`src/logic/sktl_pkg.sv`:
```
`default_nettype none
package sktl_pkg;
	// Word indices of the register map (byte address = index * 4)
	localparam logic [2:0] SKTL_IDX_INSTR = 3'h0;
	localparam logic [2:0] SKTL_IDX_ACC = 3'h1;
	localparam logic [2:0] SKTL_IDX_REG_B = 3'h2;
	localparam logic [2:0] SKTL_IDX_INDEX_Y = 3'h3;
	localparam logic [2:0] SKTL_IDX_DPTR = 3'h4;
	localparam logic [2:0] SKTL_IDX_MEM = 3'h5;
	localparam logic [2:0] SKTL_IDX_STATUS = 3'h6;
	localparam logic [2:0] SKTL_IDX_TIMER = 3'h7;
	// Status field positions
	localparam int SKTL_ST_CARRY = 0;
	localparam int SKTL_ST_SKIP = 1;
	localparam int SKTL_ST_WORD2 = 2;
	// Timer read-back field positions
	localparam int SKTL_TM_CNT_LSB = 0;
	localparam int SKTL_TM_RLD_LSB = 8;
	// Opcodes, ten bits
	localparam logic [9:0] SKTL_OP_MEMBIT_BASE = 10'h020;
	localparam logic [9:0] SKTL_OP_MEMBIT_MASK = 10'h3fc;
	localparam logic [9:0] SKTL_OP_CARRY_TEST = 10'h02f;
	localparam logic [9:0] SKTL_OP_PORT_W1 = 10'h024;
	localparam logic [9:0] SKTL_OP_PORT_W2 = 10'h02b;
	localparam logic [9:0] SKTL_OP_TMR_LOAD = 10'h230;
	// Reset values
	localparam logic [3:0] SKTL_RST_NIB = 4'h0;
	localparam logic [7:0] SKTL_RST_TIMER = 8'h00;
	localparam logic [9:0] SKTL_RST_OP = 10'h000;
	localparam logic [31:0] SKTL_RST_RDATA = 32'h0000_0000;
	// Sequencer states
	typedef enum logic [1:0] {
		SKTL_RUN = 2'b00,
		SKTL_WORD2 = 2'b01,
		SKTL_SKIP = 2'b10,
		SKTL_SKIP_W2 = 2'b11
	} sktl_state_t;
	// Timer one counter and its reload value
	typedef struct packed {
		logic [7:0] reload;
		logic [7:0] counter;
	} sktl_timer_t;
endpackage
`default_nettype wire

```
`src/logic/sktl_core.sv`:
```
// Decided for this implementation: the address map and the Avalon-MM register port.
`timescale 1ns/10ps
`default_nettype none
module sktl_core import sktl_pkg::*; #(
	parameter int MEM_DEPTH = 16,
	parameter int PTR_W = 4
) (
	// Clock and reset
	input wire logic clk_i,
	input wire logic rst_n_i,
	// Avalon-MM slave
	input wire logic [4:0] avs_address_i,
	input wire logic avs_read_i,
	input wire logic avs_write_i,
	input wire logic [31:0] avs_writedata_i,
	output logic [31:0] avs_readdata_o,
	output logic avs_waitrequest_o,
	// Port D pins as read by the core
	input wire logic [7:0] port_d_i,
	// Timer one load values
	output sktl_timer_t timer_one_o
);
	logic [3:0] acc;
	logic [3:0] reg_b;
	logic [3:0] index_y;
	logic [PTR_W-1:0] data_pointer;
	logic [3:0] mem [MEM_DEPTH];
	logic carry_flag;
	logic [9:0] last_op;
	sktl_state_t state;
	sktl_state_t next_state;
	sktl_timer_t timer_one;
	logic ack;
	logic [31:0] rdata;

	// Bus handshake: one wait cycle, then accept
	wire req = avs_read_i | avs_write_i;
	wire accept = req & ack;
	wire [2:0] idx = avs_address_i[4:2];
	wire wr_acc = accept & avs_write_i;
	wire exec = wr_acc & (idx == SKTL_IDX_INSTR);
	wire [9:0] op = avs_writedata_i[9:0];
	assign avs_waitrequest_o = req & ~ack;
	assign avs_readdata_o = rdata;
	assign timer_one_o = timer_one;

	// Register write selects, each qualified by the accept cycle
	wire wr_sel_acc = wr_acc & (idx == SKTL_IDX_ACC);
	wire wr_sel_reg_b = wr_acc & (idx == SKTL_IDX_REG_B);
	wire wr_sel_index = wr_acc & (idx == SKTL_IDX_INDEX_Y);
	wire wr_sel_ptr = wr_acc & (idx == SKTL_IDX_DPTR);
	wire wr_sel_mem = wr_acc & (idx == SKTL_IDX_MEM);
	wire wr_sel_status = wr_acc & (idx == SKTL_IDX_STATUS);

	// Instruction decode
	wire is_mem_test = (op & SKTL_OP_MEMBIT_MASK) == SKTL_OP_MEMBIT_BASE;
	wire is_carry_test = op == SKTL_OP_CARRY_TEST;
	wire is_port_w1 = op == SKTL_OP_PORT_W1;
	wire is_tmr_load = op == SKTL_OP_TMR_LOAD;
	wire [1:0] bit_sel = op[1:0];
	wire [3:0] mem_nib = mem[data_pointer];
	wire mem_bit = mem_nib[bit_sel];
	// Index 8..15 is outside the port; treated as a set bit
	wire port_bit = index_y[3] ? 1'b1 : port_d_i[index_y[2:0]];
	wire running = state == SKTL_RUN;
	wire do_tmr_load = exec & running & is_tmr_load;

	// Status word as read back: second-word wait, skip pending, carry
	wire word2_wait = state == SKTL_WORD2;
	wire skip_pending = (state == SKTL_SKIP) | (state == SKTL_SKIP_W2);
	wire [2:0] status_bits = {word2_wait, skip_pending, carry_flag};

	// Sequencer next state
	always_comb begin
		next_state = state;
		// Nothing moves between instruction words
		if (exec) begin
			case (state)
				SKTL_RUN: begin
					if (is_mem_test) next_state = mem_bit ? SKTL_RUN : SKTL_SKIP;
					else if (is_carry_test) next_state = carry_flag ? SKTL_RUN : SKTL_SKIP;
					else if (is_port_w1) next_state = SKTL_WORD2;
					else next_state = SKTL_RUN;
				end
				SKTL_WORD2: next_state = port_bit ? SKTL_RUN : SKTL_SKIP;
				SKTL_SKIP: next_state = is_port_w1 ? SKTL_SKIP_W2 : SKTL_RUN;
				SKTL_SKIP_W2: next_state = SKTL_RUN;
				default: next_state = SKTL_RUN;
			endcase
		end
	end

	// Bus acknowledge and read data
	always_ff @(posedge clk_i or negedge rst_n_i) begin
		if (!rst_n_i) begin
			ack <= 1'b0;
			rdata <= SKTL_RST_RDATA;
		end else begin
			ack <= req & ~ack;
			// Captured in the wait cycle, so it stands at the accept edge
			if (avs_read_i & ~ack) begin
				case (idx)
					SKTL_IDX_INSTR: rdata <= {22'h0, last_op};
					SKTL_IDX_ACC: rdata <= {28'h0, acc};
					SKTL_IDX_REG_B: rdata <= {28'h0, reg_b};
					SKTL_IDX_INDEX_Y: rdata <= {28'h0, index_y};
					SKTL_IDX_DPTR: rdata <= 32'(data_pointer);
					SKTL_IDX_MEM: rdata <= {28'h0, mem_nib};
					SKTL_IDX_STATUS: rdata <= {29'h0, status_bits};
					SKTL_IDX_TIMER: rdata <= {16'h0, timer_one};
					default: rdata <= SKTL_RST_RDATA;
				endcase
			end
		end
	end

	// Sequencer and working registers
	always_ff @(posedge clk_i or negedge rst_n_i) begin
		if (!rst_n_i) begin
			state <= SKTL_RUN;
			acc <= SKTL_RST_NIB;
			reg_b <= SKTL_RST_NIB;
			index_y <= SKTL_RST_NIB;
			data_pointer <= '0;
			carry_flag <= 1'b0;
			last_op <= SKTL_RST_OP;
		end else begin
			state <= next_state;
			if (exec) last_op <= op;
			if (wr_sel_acc) acc <= avs_writedata_i[3:0];
			if (wr_sel_reg_b) reg_b <= avs_writedata_i[3:0];
			if (wr_sel_index) index_y <= avs_writedata_i[3:0];
			if (wr_sel_ptr) data_pointer <= avs_writedata_i[PTR_W-1:0];
			if (wr_sel_status) carry_flag <= avs_writedata_i[SKTL_ST_CARRY];
		end
	end

	// Data memory nibbles, one per entry
	for (genvar g = 0; g < MEM_DEPTH; g++) begin : g_mem
		always_ff @(posedge clk_i or negedge rst_n_i) begin
			if (!rst_n_i) mem[g] <= SKTL_RST_NIB;
			else if (wr_sel_mem & (data_pointer == PTR_W'(g)))
				mem[g] <= avs_writedata_i[3:0];
		end
	end

	// Timer one counter and reload, loaded together
	// Counting lives elsewhere; only the load path is kept here
	always_ff @(posedge clk_i or negedge rst_n_i) begin
		if (!rst_n_i) begin
			timer_one <= '{reload: SKTL_RST_TIMER, counter: SKTL_RST_TIMER};
		end else if (do_tmr_load) begin
			timer_one.counter <= {reg_b, acc};
			timer_one.reload <= {reg_b, acc};
		end
	end

	// Memory-bit test outcome
	AST_MEMBIT_CLEAR: assert property (@(posedge clk_i) disable iff (!rst_n_i)
		exec && running && is_mem_test && !mem_bit |=> state == SKTL_SKIP)
		else $error("memory bit clear did not skip");
	AST_MEMBIT_SET: assert property (@(posedge clk_i) disable iff (!rst_n_i)
		exec && running && is_mem_test && mem_bit |=> state == SKTL_RUN)
		else $error("memory bit set caused a skip");
	AST_ONE_WORD_TESTS: assert property (@(posedge clk_i) disable iff (!rst_n_i)
		exec && running && (is_mem_test || is_carry_test) |=> !word2_wait)
		else $error("single-word test waited for a second word");

	// Carry test outcome; the flag itself is left alone
	AST_CARRY_TEST: assert property (@(posedge clk_i) disable iff (!rst_n_i)
		exec && running && is_carry_test |=> $stable(carry_flag)
		&& (state == ($past(carry_flag) ? SKTL_RUN : SKTL_SKIP)))
		else $error("carry test wrong outcome or carry changed");
	AST_CARRY_BUS_ONLY: assert property (@(posedge clk_i) disable iff (!rst_n_i)
		!wr_sel_status |=> $stable(carry_flag))
		else $error("carry changed without a status write");

	// Port test: the second word decides on the indexed pin
	AST_PORT_CLEAR: assert property (@(posedge clk_i) disable iff (!rst_n_i)
		exec && state == SKTL_WORD2 && !index_y[3] && !port_d_i[index_y[2:0]]
		|=> state == SKTL_SKIP)
		else $error("port bit clear did not skip");
	AST_PORT_SET: assert property (@(posedge clk_i) disable iff (!rst_n_i)
		exec && state == SKTL_WORD2 && port_bit |=> state == SKTL_RUN)
		else $error("port bit set caused a skip");
	AST_PORT_INDEX_HIGH: assert property (@(posedge clk_i) disable iff (!rst_n_i)
		exec && state == SKTL_WORD2 && index_y[3] |=> state == SKTL_RUN)
		else $error("index beyond the port caused a skip");
	AST_PORT_FIRST_WORD: assert property (@(posedge clk_i) disable iff (!rst_n_i)
		exec && running && is_port_w1 |=> state == SKTL_WORD2)
		else $error("port test did not wait for its second word");
	AST_PORT_WORD2_HOLD: assert property (@(posedge clk_i) disable iff (!rst_n_i)
		state == SKTL_WORD2 && !exec |=> state == SKTL_WORD2)
		else $error("port test left before its second word");

	// Timer one load
	AST_TMR_HIGH: assert property (@(posedge clk_i) disable iff (!rst_n_i)
		do_tmr_load |=> timer_one.counter[7:4] == $past(reg_b)
		&& timer_one.reload[7:4] == $past(reg_b))
		else $error("timer high nibble not from register B");
	AST_TMR_LOW: assert property (@(posedge clk_i) disable iff (!rst_n_i)
		do_tmr_load |=> timer_one.counter[3:0] == $past(acc)
		&& timer_one.reload[3:0] == $past(acc))
		else $error("timer low nibble not from accumulator");
	AST_TMR_NOSKIP: assert property (@(posedge clk_i) disable iff (!rst_n_i)
		do_tmr_load |=> state == SKTL_RUN && $stable(carry_flag))
		else $error("timer load skipped or touched carry");
	AST_TMR_ONLY_ON_LOAD: assert property (@(posedge clk_i) disable iff (!rst_n_i)
		!do_tmr_load |=> $stable(timer_one))
		else $error("timer changed without a load instruction");

	// Skipped words are consumed, a port test in full
	AST_SKIP_CONSUME: assert property (@(posedge clk_i) disable iff (!rst_n_i)
		exec && state == SKTL_SKIP && is_tmr_load |=> $stable(timer_one)
		&& state == SKTL_RUN)
		else $error("skipped instruction was executed");
	AST_SKIP_PORT_PAIR: assert property (@(posedge clk_i) disable iff (!rst_n_i)
		exec && state == SKTL_SKIP && is_port_w1 |=> state == SKTL_SKIP_W2)
		else $error("skipped port test kept no hold on its second word");
	AST_SKIP_W2_DONE: assert property (@(posedge clk_i) disable iff (!rst_n_i)
		exec && state == SKTL_SKIP_W2 |=> state == SKTL_RUN && $stable(timer_one))
		else $error("second word of a skipped port test was executed");
endmodule
`default_nettype wire

```
`config.mk`:
```
export PLATFORM = sky130hd
export DESIGN_NAME = sktl_core
export DESIGN_NICKNAME = d
export VERILOG_FILES = /design/src/logic/sktl_pkg.sv /design/src/logic/sktl_core.sv
export SDC_FILE = /design/constraint.sdc
export NUM_CORES = 1
export LEC_CHECK = 0
export BUFFER_PORTS_ARGS = -buffer_cell sky130_fd_sc_hd__clkbuf_2
export CORE_AREA = 4 4 102 104
export CTS_BUF_LIST = sky130_fd_sc_hd__clkbuf_8
export DETAILED_ROUTE_END_ITERATION = 8
export DIE_AREA = 0 0 106 108
export PLACE_DENSITY = 0.83
export SYNTH_ARGS = -nofsm -noshare
export SYNTH_HDL_FRONTEND = slang
export SYNTH_SLANG_ARGS = --single-unit
```
`constraint.sdc`:
```
create_clock -name clk_i -period 3.2 [get_ports clk_i]
set_input_delay 0.32 -clock clk_i [delete_from_list [all_inputs] [get_ports clk_i]]
set_output_delay 0.32 -clock clk_i [all_outputs]
set_load 0.005 [all_outputs]
```
==> results of run 1 <==
[flip-flops by register name, indices dropped and copies added (netlist names)]
signal	count
carry_flag	1
data_pointer	4
reg_b	4
state	2
acc	4
timer_one_o	8
ack	1
mem	64
last_op	10
index_y	4
avs_readdata_o	16
[synth_stat cells (all sizes together), types with 2 or more instances]
cell    number
buf         34
o22ai        4
a22oi        4
o21ai       10
nand3b       3
nor3b        2
o41ai        2
dfrtp      118
inv          4
nand2       32
nor3         5
nor2        35
and3         2
a21oi        5
nor2b       10
a22o         3
nand2b       6
mux2i        8
nor4         3
mux2        98
clkbuf      23
nand4        2
mux4        17
a221oi      10
nand3       14
[worst paths after layout]
path                                           startpoint                              to  slack, ps
setup / recovery              data_pointer[1]$_DFFE_PN0P_            state[1]$_DFFE_PN0P_        590
hold / removal                         avs_writedata_i[6]          last_op[6]$_DFFE_PN0P_        150
setup reg to reg              data_pointer[1]$_DFFE_PN0P_            state[1]$_DFFE_PN0P_        590
hold reg to reg            avs_readdata_o[10]$_DFFE_PN0P_  avs_readdata_o[10]$_DFFE_PN0P_        480
max in group asynchronous                         rst_n_i          index_y[2]$_DFFE_PN0P_       1760
min in group asynchronous                         rst_n_i              mem[8]$_DFFE_PN0P_        530
[power by group through the flow]
stage	Combinational, uW	Sequential, uW	Clock (uW)
6_report	679	1860	1470
2_1_floorplan	547	1800	0
3_5_place_dp	675	1890	0
4_1_cts	682	1860	1500
5_1_grt	737	1890	1570
3_3_place_gp	642	1870	0
[layer usage]
layer  vias up  GRT usage
li1       1768          -
met4         0      0.113
met1      2013      0.289
met3        40     0.0645
met2       173      0.407
met5         -          0
[area by class of cell]
class,instances,share of cell area
sequential,118,0.451
multi-input combinational,307,0.395
timing repair buffer,69,0.0581
clock buffer,19,0.0400
clock inverter,13,0.0274
tap,133,0.0254
inverter,4,0.00230
[worst max-delay path, delay by kind of cell (launching register included)]
| kind | cells | cell delay, ps |
|---|---|---|
| DFF | 1 | 970 |
| buffers and inverters | 1 | 280 |
| muxes | 1 | 340 |
| AOI/OAI and AO/OA | 2 | 780 |
| and+or+nand+nor | 1 | 130 |
[cells in the final DEF, fill, tap and decap left out, drive strengths merged, types with 5 or more instances in the layout]
| cell | synthesis | routed |
|---|---|---|
| nand2b | 6 | 6 |
| a221oi | 10 | 10 |
| clkinv | 0 | 5 |
| nand2 | 32 | 32 |
| clkbuf | 23 | 75 |
| dfrtp | 118 | 118 |
| mux2i | 8 | 8 |
| o21ai | 10 | 10 |
| buf | 34 | 12 |
| nor2b | 10 | 10 |
| conb | 1 | 16 |
| a21oi | 5 | 5 |
| nor3 | 5 | 5 |
| mux4 | 17 | 17 |
| nand3 | 14 | 14 |
| mux2 | 98 | 98 |
| nor2 | 35 | 35 |
[metrics by stage]
stage | utilization | instance area (um2) | hold WS (ps)
floorplan | - | 5870 | 24.4
global placement | 0.638 | 6090 | 453
detailed placement | 0.638 | 6090 | 465
CTS | 0.685 | 6540 | 125
global route | 0.685 | 6540 | 131
finish | 0.685 | 6540 | 146
[logic make-up after synthesis]
logic type / after synthesis / synth area share
compound gates: 49 / 0.0622
simple gates: 119 / 0.0983
other cells: 1 / 0.000645
flops: 118 / 0.508
buf+inv: 61 / 0.0570
mux: 123 / 0.274
==> flow_metrics.env, run 1 <==
export IMPL_detail_route_wl_per_cell_um=19.6
export IMPL_num_antenna_cells=0
export IMPL_p_comb_frac=0.169
export IMPL_grt_pass1_wl_um=21000
export IMPL_gr_total_overflow=0
export IMPL_ys_warn_count=0
export IMPL_wl_met3_um=880
export IMPL_path_cells="buf_4 -> mux4_1 -> a221oi_1 -> nor4_1 -> o41ai_2"
export IMPL_fin_nets=566
export IMPL_power_switching_uw=1090
export IMPL_min_path_cells=2
export IMPL_drt_iter0_drc=233
export IMPL_globalRouteTotalUtil=0.240
export IMPL_synth_edff_count=0
export IMPL_max_freq_mhz=383
export IMPL_pwr_density_cell_nw_per_um2=614
export IMPL_hold_path_class="in -> reg"
export IMPL_path_class="reg -> reg"
export IMPL_wl_um=13000
export IMPL_netlist_instances=471
export IMPL_syn_avg_cell_area_um2=12.3
export IMPL_fillers=668
export IMPL_slowest_delay_ps=970
export IMPL_clkTransAtPathRegs_ps=70
export IMPL_required_ps=3530
export IMPL_io_pins=98
export IMPL_syn_area_um2=5810
export IMPL_rsz0062_at_grt="no"
export IMPL_dr_pass1_iters=5
export IMPL_outcome="completed"
export IMPL_ctsResizeCount=0
export IMPL_yosysSeqAreaShare=0.508
export IMPL_antenna_found_initial=0
export IMPL_numCtsBuffers=17
export IMPL_power_share_sequential=0.464
export IMPL_crit_fanout=24
export IMPL_setup_slack_ps=591
export IMPL_port_buffers=57
export IMPL_design_core_area_um2=9550
export IMPL_multiInputGateArea_um2=2590
export IMPL_ctsLongestPathBuffers=2
export IMPL_synth_area_leaders="dfrtp_1 51%, mux2_2 19%, mux4_2 3.9%, mux4_1 3.2%, buf_4 3.1%"
export IMPL_dieArea_um2=11400
export IMPL_vias=3994
export IMPL_dr_max_layer_used="met4"
export IMPL_cp_end_kind="flop"
export IMPL_die_h_um=108
export IMPL_synthFlopType="dfrtp_1"
export IMPL_intPower_uw=2920
export IMPL_tightest_slew_ps=956
export IMPL_placed_cells=630
export IMPL_post_layout_nonfiller_instances=663
export IMPL_synth_top_area_frac=0.508
export IMPL_cts_sinks=118
export IMPL_finalClockSkew_ps=7.54
export IMPL_cts_root_buf="clkbuf_8"
export IMPL_drt_vias_per_instance=6.02
export IMPL_setup_violations_final=0
export IMPL_fin_crit_sh=0.815
export IMPL_leakage_uw=0.00319
export IMPL_slew_headroom=0.363
export IMPL_cp_slowest_cell="dfrtp_1"
export IMPL_ant_nets=0
export IMPL_met1_length_um=5150
export IMPL_postCtsSetupRepairBufs=0
export IMPL_synthArstFlopShare=1.00
export IMPL_setup_tns_ps=0
export IMPL_drcViolationCount=0
export IMPL_cts_hold_buf=1
export IMPL_r2r_cells=5
export IMPL_met2_length_um=6550
export IMPL_synth_area_leader_cell="dfrtp_1"
export IMPL_ys_ff_latch=118
export IMPL_hpwl_um=9020
export IMPL_cts_tree="done"
export IMPL_arrival_ps=2940
export IMPL_area_growth_syn_to_layout_pct=12.5
export IMPL_slew_violations=0
export IMPL_drive_above_1_share=0.400
export IMPL_std_cell_rows=36
export IMPL_grt_pass1_vias=4118
export IMPL_clockPowerShare=0.367
export IMPL_totalPowerFinal_uw=4020
export IMPL_min_period_ps=2610
export IMPL_p_sw_frac=0.272
export IMPL_yosysUniqueCellTypes=48
export IMPL_startpoint_type="flop"
export IMPL_clk_latency_ps=430
export IMPL_gp_congestion=0.875
export IMPL_htreeDepth=4
export IMPL_vdd_drop_max_uv=293
export IMPL_place_ws_ps=619
export IMPL_grt_max_degree=66
export IMPL_sequential_cell_area_um2=2950
export IMPL_start_util=0.609
export IMPL_die_w_um=106
export IMPL_maxCapViolations=0
export IMPL_hold_viol=0
No activity file was read; power rests on OpenSTA's default activity.
==> run 2: changes to the inputs <==
--- a/config.mk
+++ b/config.mk
@@ -5,12 +5,13 @@
 export SDC_FILE = /design/constraint.sdc
 export NUM_CORES = 1
 export LEC_CHECK = 0
+export ABC_AREA = 1
 export BUFFER_PORTS_ARGS = -buffer_cell sky130_fd_sc_hd__clkbuf_2
-export CORE_AREA = 4 4 102 104
+export CORE_AREA = 4 4 110 112
 export CTS_BUF_LIST = sky130_fd_sc_hd__clkbuf_8
 export DETAILED_ROUTE_END_ITERATION = 8
-export DIE_AREA = 0 0 106 108
-export PLACE_DENSITY = 0.83
+export DIE_AREA = 0 0 114 116
+export PLACE_DENSITY = 0.74
 export SYNTH_ARGS = -nofsm -noshare
 export SYNTH_HDL_FRONTEND = slang
 export SYNTH_SLANG_ARGS = --single-unit
==> constraint.sdc (replaced) <==
create_clock -name clk_i -period 2.1 [get_ports clk_i]
set_input_delay 0.21 -clock clk_i [delete_from_list [all_inputs] [get_ports clk_i]]
set_output_delay 0.21 -clock clk_i [all_outputs]
set_load 0.005 [all_outputs]
==> flow_metrics.env, run 2 <==
export IMPL_clkTransAtPathRegs_ps=70
export IMPL_layout_commonest_cell="nand2_1"
export IMPL_totalPowerFinal_uw=5810
export IMPL_port_buffers=57
export IMPL_fin_nets=848
export IMPL_r2r_cells=11
export IMPL_hold_viol=0
export IMPL_required_ps=2420
export IMPL_cts_root_buf="clkbuf_8"
export IMPL_hold_start="avs_writedata_i[5]"
export IMPL_leakage_uw=0.00340
export IMPL_startpoint_type="flop"
export IMPL_min_path_cells=3
export IMPL_gr_total_overflow=0
export IMPL_yosysMostFrequentCell="nand2_1"
export IMPL_synth_top_area_frac=0.513
export IMPL_path_class="reg -> reg"
export IMPL_slew_violations=0
export IMPL_reg2reg_to="avs_readdata_o[3]$_DFFE_PN0P_"
export IMPL_cp_slowest_cell="dfrtp_1"
export IMPL_arrival_ps=2220
export IMPL_grt_pass1_vias=4927
export IMPL_path_cells="inv_2 -> nor2_1 -> buf_4 -> nand2_1 -> nand3_1 -> nand2_1 -> nand2_1 -> o21ai_0 -> nand4_1 -> nand2_1 -> o21ai_1"
export IMPL_finalClockSkew_ps=5.27
export IMPL_largest_reg_flops=64
export IMPL_ff2ff_setup_slack_ps=210
export IMPL_fin_crit_sh=0.902
export IMPL_intPower_uw=3970
export IMPL_ctsLongestPathBuffers=2
export IMPL_vias=4991
export IMPL_hpwl_um=9700
export IMPL_mostFrequentLayoutCells="322 x nand2_1, 117 x dfrtp_1, 92 x o21ai_0"
export IMPL_cp_end_kind="flop"
export IMPL_min_period_ps=1890
export IMPL_power_switching_uw=1840
export IMPL_synthFlopType="dfrtp_1"
export IMPL_largest_register="mem"
export IMPL_numCtsBuffers=17
export IMPL_grt_pass1_wl_um=23000
export IMPL_design_core_area_um2=11200
export IMPL_globalRouteTotalUtil=0.221
export IMPL_syn_avg_cell_area_um2=7.85
export IMPL_std_cell_rows=39
export IMPL_clockPowerShare=0.336
export IMPL_synth_area_leaders="dfrtp_1 51%, nand2_1 21%, o21ai_0 8.0%, buf_4 3.4%, nor2_1 2.5%"
export IMPL_hold_path_class="in -> reg"
export IMPL_wl_um=13800
export IMPL_die_h_um=116
export IMPL_io_pins=98
export IMPL_maxCapViolations=0
export IMPL_syn_area_um2=5760
export IMPL_yosysSeqAreaShare=0.513
export IMPL_setup_tns_ps=0
export IMPL_ys_ff_latch=118
export IMPL_stdcell_area_um2=6550
export IMPL_max_freq_mhz=528
export IMPL_drcViolationCount=0
export IMPL_slew_headroom=0.652
export IMPL_gp_congestion=0.939
export IMPL_vdd_drop_max_uv=398
export IMPL_cts_sinks=118
export IMPL_crit_buf_inv=2
export IMPL_dieArea_um2=13200
export IMPL_htreeDepth=4
export IMPL_tightest_slew_ps=517
export IMPL_die_w_um=114
export IMPL_grt_max_degree=47
export IMPL_start_util=0.513
export IMPL_drt_vias_per_instance=5.23
export IMPL_area_growth_syn_to_layout_pct=13.7
export IMPL_ant_nets=0
export IMPL_worst_path_most_repeated_cell="nand2_1"
export IMPL_synth_common_cells="322 x nand2_1, 118 x dfrtp_1, 92 x o21ai_0"
export IMPL_crit_family="simple AND/OR/NAND/NOR gates"
export IMPL_fin_util=0.584
export IMPL_num_antenna_cells=0
export IMPL_outcome="completed"
export IMPL_drive_above_1_share=0.156
export IMPL_p_sw_frac=0.317
export IMPL_antenna_found_initial=0
export IMPL_timing_rr_start="data_pointer[1]$_DFFE_PN0P_"
export IMPL_yosysUniqueCellTypes=31
export IMPL_ys_warn_count=0
export IMPL_fillers=976
export IMPL_netlist_instances=734
export IMPL_detail_route_wl_per_cell_um=14.4
export IMPL_slowest_delay_ps=510
export IMPL_synth_edff_count=0
export IMPL_rsz0062_at_grt="no"
export IMPL_placed_cell_area_um2=6140
export IMPL_dr_pass1_iters=5
export IMPL_clk_latency_ps=430
export IMPL_pwr_density_cell_nw_per_um2=887
export IMPL_holdPathEnd="last_op[5]$_DFFE_PN0P_"
export IMPL_crit_fanout=11
export IMPL_synth_area_leader_cell="dfrtp_1"
export IMPL_synthArstFlopShare=1.00
export IMPL_cts_tree="done"
export IMPL_setup_violations_final=0
export IMPL_p_comb_frac=0.182
export IMPL_power_share_sequential=0.482
export IMPL_drt_iter0_drc=356
-- run 2: cell types whose count changed after synthesis, moves of 16 or more --
cell	delta
inv_1	+26
nand2_1	+290
o21ai_1	+16
mux2_2	-92
o21ai_0	+82
-- run 2: final cells by class --
cell class                 instances  area [um2]  share of cell area
clock inverter                    15         141              0.0216
inverter                          34         128              0.0195
tap                              143         179              0.0273
clock buffer                      17         234              0.0357
timing repair buffer              77         470              0.0718
sequential                       118        2950               0.451
multi-input combinational        551        2440               0.373
-- run 2: logic make-up (layout without fill, tap and decap cells) --
logic type      Yosys count  count (layout)  share of synthesized area
mux                       6               6                     0.0117
compound gates          127             127                      0.114
other cells               1              16                   0.000651
flops                   118             118                      0.513
simple gates            402             402                      0.288
buf+inv                  80             143                     0.0728
-- run 2: how the worst max path moves through the flow --
| stage | end | slack, ps | startpoint | cells past startpoint |
|---|---|---|---|---|
| floorplan | state[1]$_DFFE_PN0P_ | 640 | data_pointer[0]$_DFFE_PN0P_ | 15 |
| global placement | avs_readdata_o[3]$_DFFE_PN0P_ | 200 | data_pointer[0]$_DFFE_PN0P_ | 12 |
| detailed placement | state[1]$_DFFE_PN0P_ | 170 | data_pointer[0]$_DFFE_PN0P_ | 15 |
| CTS | state[1]$_DFFE_PN0P_ | 160 | data_pointer[0]$_DFFE_PN0P_ | 15 |
| global route | avs_readdata_o[3]$_DFFE_PN0P_ | 50 | data_pointer[1]$_DFFE_PN0P_ | 11 |
| finish | avs_readdata_o[3]$_DFFE_PN0P_ | 210 | data_pointer[1]$_DFFE_PN0P_ | 11 |
-- run 2: metal layers --
layer	share of wire	track usage	vias up	routed length [um]
met1	0.41	0.275	2348	5680
met4	0.035	0.109	0	483
met5	0	0	-	0
li1	-	-	2449	-
met2	0.50	0.374	155	6890
met3	0.053	0.0407	39	730
-- run 2: repair_timing --
action / in CTS / in global routing
setup endpoints to repair: 0 / 2
hold buffers: 3 / 0
buffers inserted: 0 / 0
gates resized for setup: 0 / 1
hold endpoints to repair: 36 / 0
-- run 2: tightest hold or removal path, stage by stage --
cell and delay (ps):
clkbuf_2 110, nand2_1 60, nand2_1 60
-- run 2: metrics by stage --
stage	std cells	worst slack, ps	hold slack [ps]
finish	955	206	34.8
global placement	920	197	193
CTS	955	161	8.60
detailed placement	920	174	204
floorplan	749	639	-85.6
global route	955	46.4	42.0
-- run 2: power by group through the flow --
stage                     registers (uW)  clock network, uW  logic (uW)
after CTS                           2790               1990        1060
after detailed placement            2830                  0        1050
after global placement              2820                  0        1020
final                               2800               1950        1060
after floorplan                     2740                  0         739
after global routing                2840               2100        1220
==> run 3: changes to the inputs <==
--- a/config.mk
+++ b/config.mk
@@ -7,11 +7,13 @@
 export LEC_CHECK = 0
 export ABC_AREA = 1
 export BUFFER_PORTS_ARGS = -buffer_cell sky130_fd_sc_hd__clkbuf_2
-export CORE_AREA = 4 4 110 112
+export CELL_PAD_IN_SITES_DETAIL_PLACEMENT = 0
+export CELL_PAD_IN_SITES_GLOBAL_PLACEMENT = 1
+export CORE_AREA = 4 4 127 129
 export CTS_BUF_LIST = sky130_fd_sc_hd__clkbuf_8
 export DETAILED_ROUTE_END_ITERATION = 8
-export DIE_AREA = 0 0 114 116
-export PLACE_DENSITY = 0.74
+export DIE_AREA = 0 0 131 133
+export PLACE_DENSITY = 0.75
 export SYNTH_ARGS = -nofsm -noshare
 export SYNTH_HDL_FRONTEND = slang
 export SYNTH_SLANG_ARGS = --single-unit
==> flow_metrics.env, run 3 (same netlist as run 2, synthesis figures left out) <==
export IMPL_gp_congestion=0.871
export IMPL_postCtsSetupRepairBufs=0
export IMPL_setup_violations_final=0
export IMPL_std_cell_rows=45
export IMPL_maxCapViolations=0
export IMPL_setup_tns_ps=0
export IMPL_hold_path_class="in -> reg"
export IMPL_antenna_found_initial=0
export IMPL_grt_pass1_wl_um=24400
export IMPL_dr_pass1_iters=4
export IMPL_fillers=1549
export IMPL_clkTransAtPathRegs_ps=70
export IMPL_fin_nets=850
export IMPL_gr_total_overflow=0
export IMPL_slew_headroom=0.655
export IMPL_cp_end_kind="flop"
export IMPL_slew_violations=0
export IMPL_drive_above_1_share=0.158
export IMPL_numCtsBuffers=17
export IMPL_pwr_density_cell_nw_per_um2=949
export IMPL_detail_route_wl_per_cell_um=14.7
export IMPL_cts_sinks=118
export IMPL_path_class="reg -> reg"
export IMPL_grt_pass1_vias=4797
export IMPL_multiInputGateArea_um2=2440
export IMPL_mostFrequentLayoutCells="322 x nand2_1, 118 x dfrtp_1, 92 x o21ai_0"
export IMPL_grt_max_degree=42
export IMPL_placed_cells=966
export IMPL_start_util=0.383
export IMPL_port_buffers=57
export IMPL_hold_viol=0
export IMPL_outcome="completed"
export IMPL_startpoint_type="flop"
export IMPL_ant_nets=0
export IMPL_die_h_um=133
export IMPL_htreeDepth=4
export IMPL_design_core_area_um2=15000
export IMPL_sequential_cell_area_um2=2950
export IMPL_rsz0062_at_grt="no"
export IMPL_arrival_ps=2140
export IMPL_fin_util=0.447
export IMPL_required_ps=2430
export IMPL_largest_register="mem"
export IMPL_clk_latency_ps=440
export IMPL_min_period_ps=1810
export IMPL_fin_crit_sh=0.860
export IMPL_num_antenna_cells=0
export IMPL_layout_commonest_cell="nand2_1"
export IMPL_tightest_slew_ps=514
export IMPL_post_layout_nonfiller_instances=1002
export IMPL_leakage_uw=0.00345
export IMPL_holdWs_ps=24.8
export IMPL_cts_root_buf="clkbuf_8"
export IMPL_drt_iter0_drc=316
export IMPL_ctsLongestPathBuffers=2
export IMPL_dieArea_um2=17400
export IMPL_vias=4914
export IMPL_finalClockSkew_ps=9.36
export IMPL_globalRouteTotalUtil=0.179
export IMPL_max_freq_mhz=554
export IMPL_wl_um=14700
export IMPL_cts_tree="done"
export IMPL_drcViolationCount=0
export IMPL_vdd_drop_max_uv=405
export IMPL_hpwl_um=10500
export IMPL_die_w_um=131
export IMPL_crit_fanout=10
export IMPL_largest_reg_flops=64
export IMPL_area_growth_syn_to_layout_pct=16.7
export IMPL_drt_vias_per_instance=4.90
export IMPL_io_pins=98
-- run 3: cell types whose count changed in the layout (fill, tap and decap cells not counted), moves of 2 or more --
cell | previous run | this run
bufinv_16 | 2 | 6
inv_1 | 32 | 30
clkinv_4 | 1 | 3
clkinv_2 | 4 | 1
inv_6 | 0 | 2
clkinvlp_4 | 6 | 3
buf_4 | 16 | 18
-- run 3: path summary, 6_finish.rpt --
check	depth (start not counted)	startpoint	endpoint	slack [ps]
worst max-delay path	11	data_pointer[0]$_DFFE_PN0P_	avs_readdata_o[3]$_DFFE_PN0P_	290
worst min-delay path	3	avs_read_i	ack$_DFF_PN0_	20
worst max register to register	11	data_pointer[0]$_DFFE_PN0P_	avs_readdata_o[3]$_DFFE_PN0P_	290
worst min register to register	1	ack$_DFF_PN0_	ack$_DFF_PN0_	480
max in group asynchronous	3	rst_n_i	avs_readdata_o[2]$_DFFE_PN0P_	1210
min in group asynchronous	2	rst_n_i	data_pointer[2]$_DFFE_PN0P_	280
-- run 3: area by class of cell --
cell class | count | area share
Timing Repair Buffer | 79 | 0.0707
Inverter | 34 | 0.0194
Clock buffer | 17 | 0.0348
Sequential cell | 118 | 0.439
Clock inverter | 15 | 0.0374
Tap cell | 188 | 0.0350
Multi-Input combinational cell | 551 | 0.364
-- run 3: critical path, stage by stage (launching register included) --
cell and delay [ps]:
dfrtp_1 430, buf_4 190, nand2_1 70, inv_1 130
nand2_1 90, nand3_1 90, nand2_1 60, nand2_1 80
o21ai_0 260, nand4_1 150, nand2_1 90, o21ai_1 50
-- run 3: where the power goes --
| group | switching [uW] | leakage [uW] | internal, uW | total, uW |
|---|---|---|---|---|
| logic | 721 | 0.00164 | 354 | 1070 |
| clock network | 988 | 0.000233 | 1540 | 2530 |
| registers | 217 | 0.00158 | 2560 | 2780 |
-- run 3: repair_timing --
| action | CTS | global route |
|---|---|---|
| hold endpoints to repair | 33 | 0 |
| resized for setup | 0 | 2 |
| hold buffers | 4 | 0 |
| endpoints found under the setup margin | 0 | 2 |
-- run 3: per-stage QoR --
stage / setup slack, ps / cell area, um2 / power [uW]
after global placement: 247 / 6200 / 3860
after floorplan: 639 / 5820 / 3480
after CTS: 216 / 6720 / 6440
after detailed placement: 232 / 6200 / 3890
final: 295 / 6720 / 6380
after global routing: 65.4 / 6720 / 6750
-- run 3: per-layer routing --
layer | track usage | wire length (um) | vias to the layer above
met5 | 0 | 0 | -
met4 | 0.0760 | 420 | 0
met3 | 0.0460 | 607 | 31
met2 | 0.270 | 6770 | 117
met1 | 0.241 | 6920 | 2309
li1 | - | - | 2457
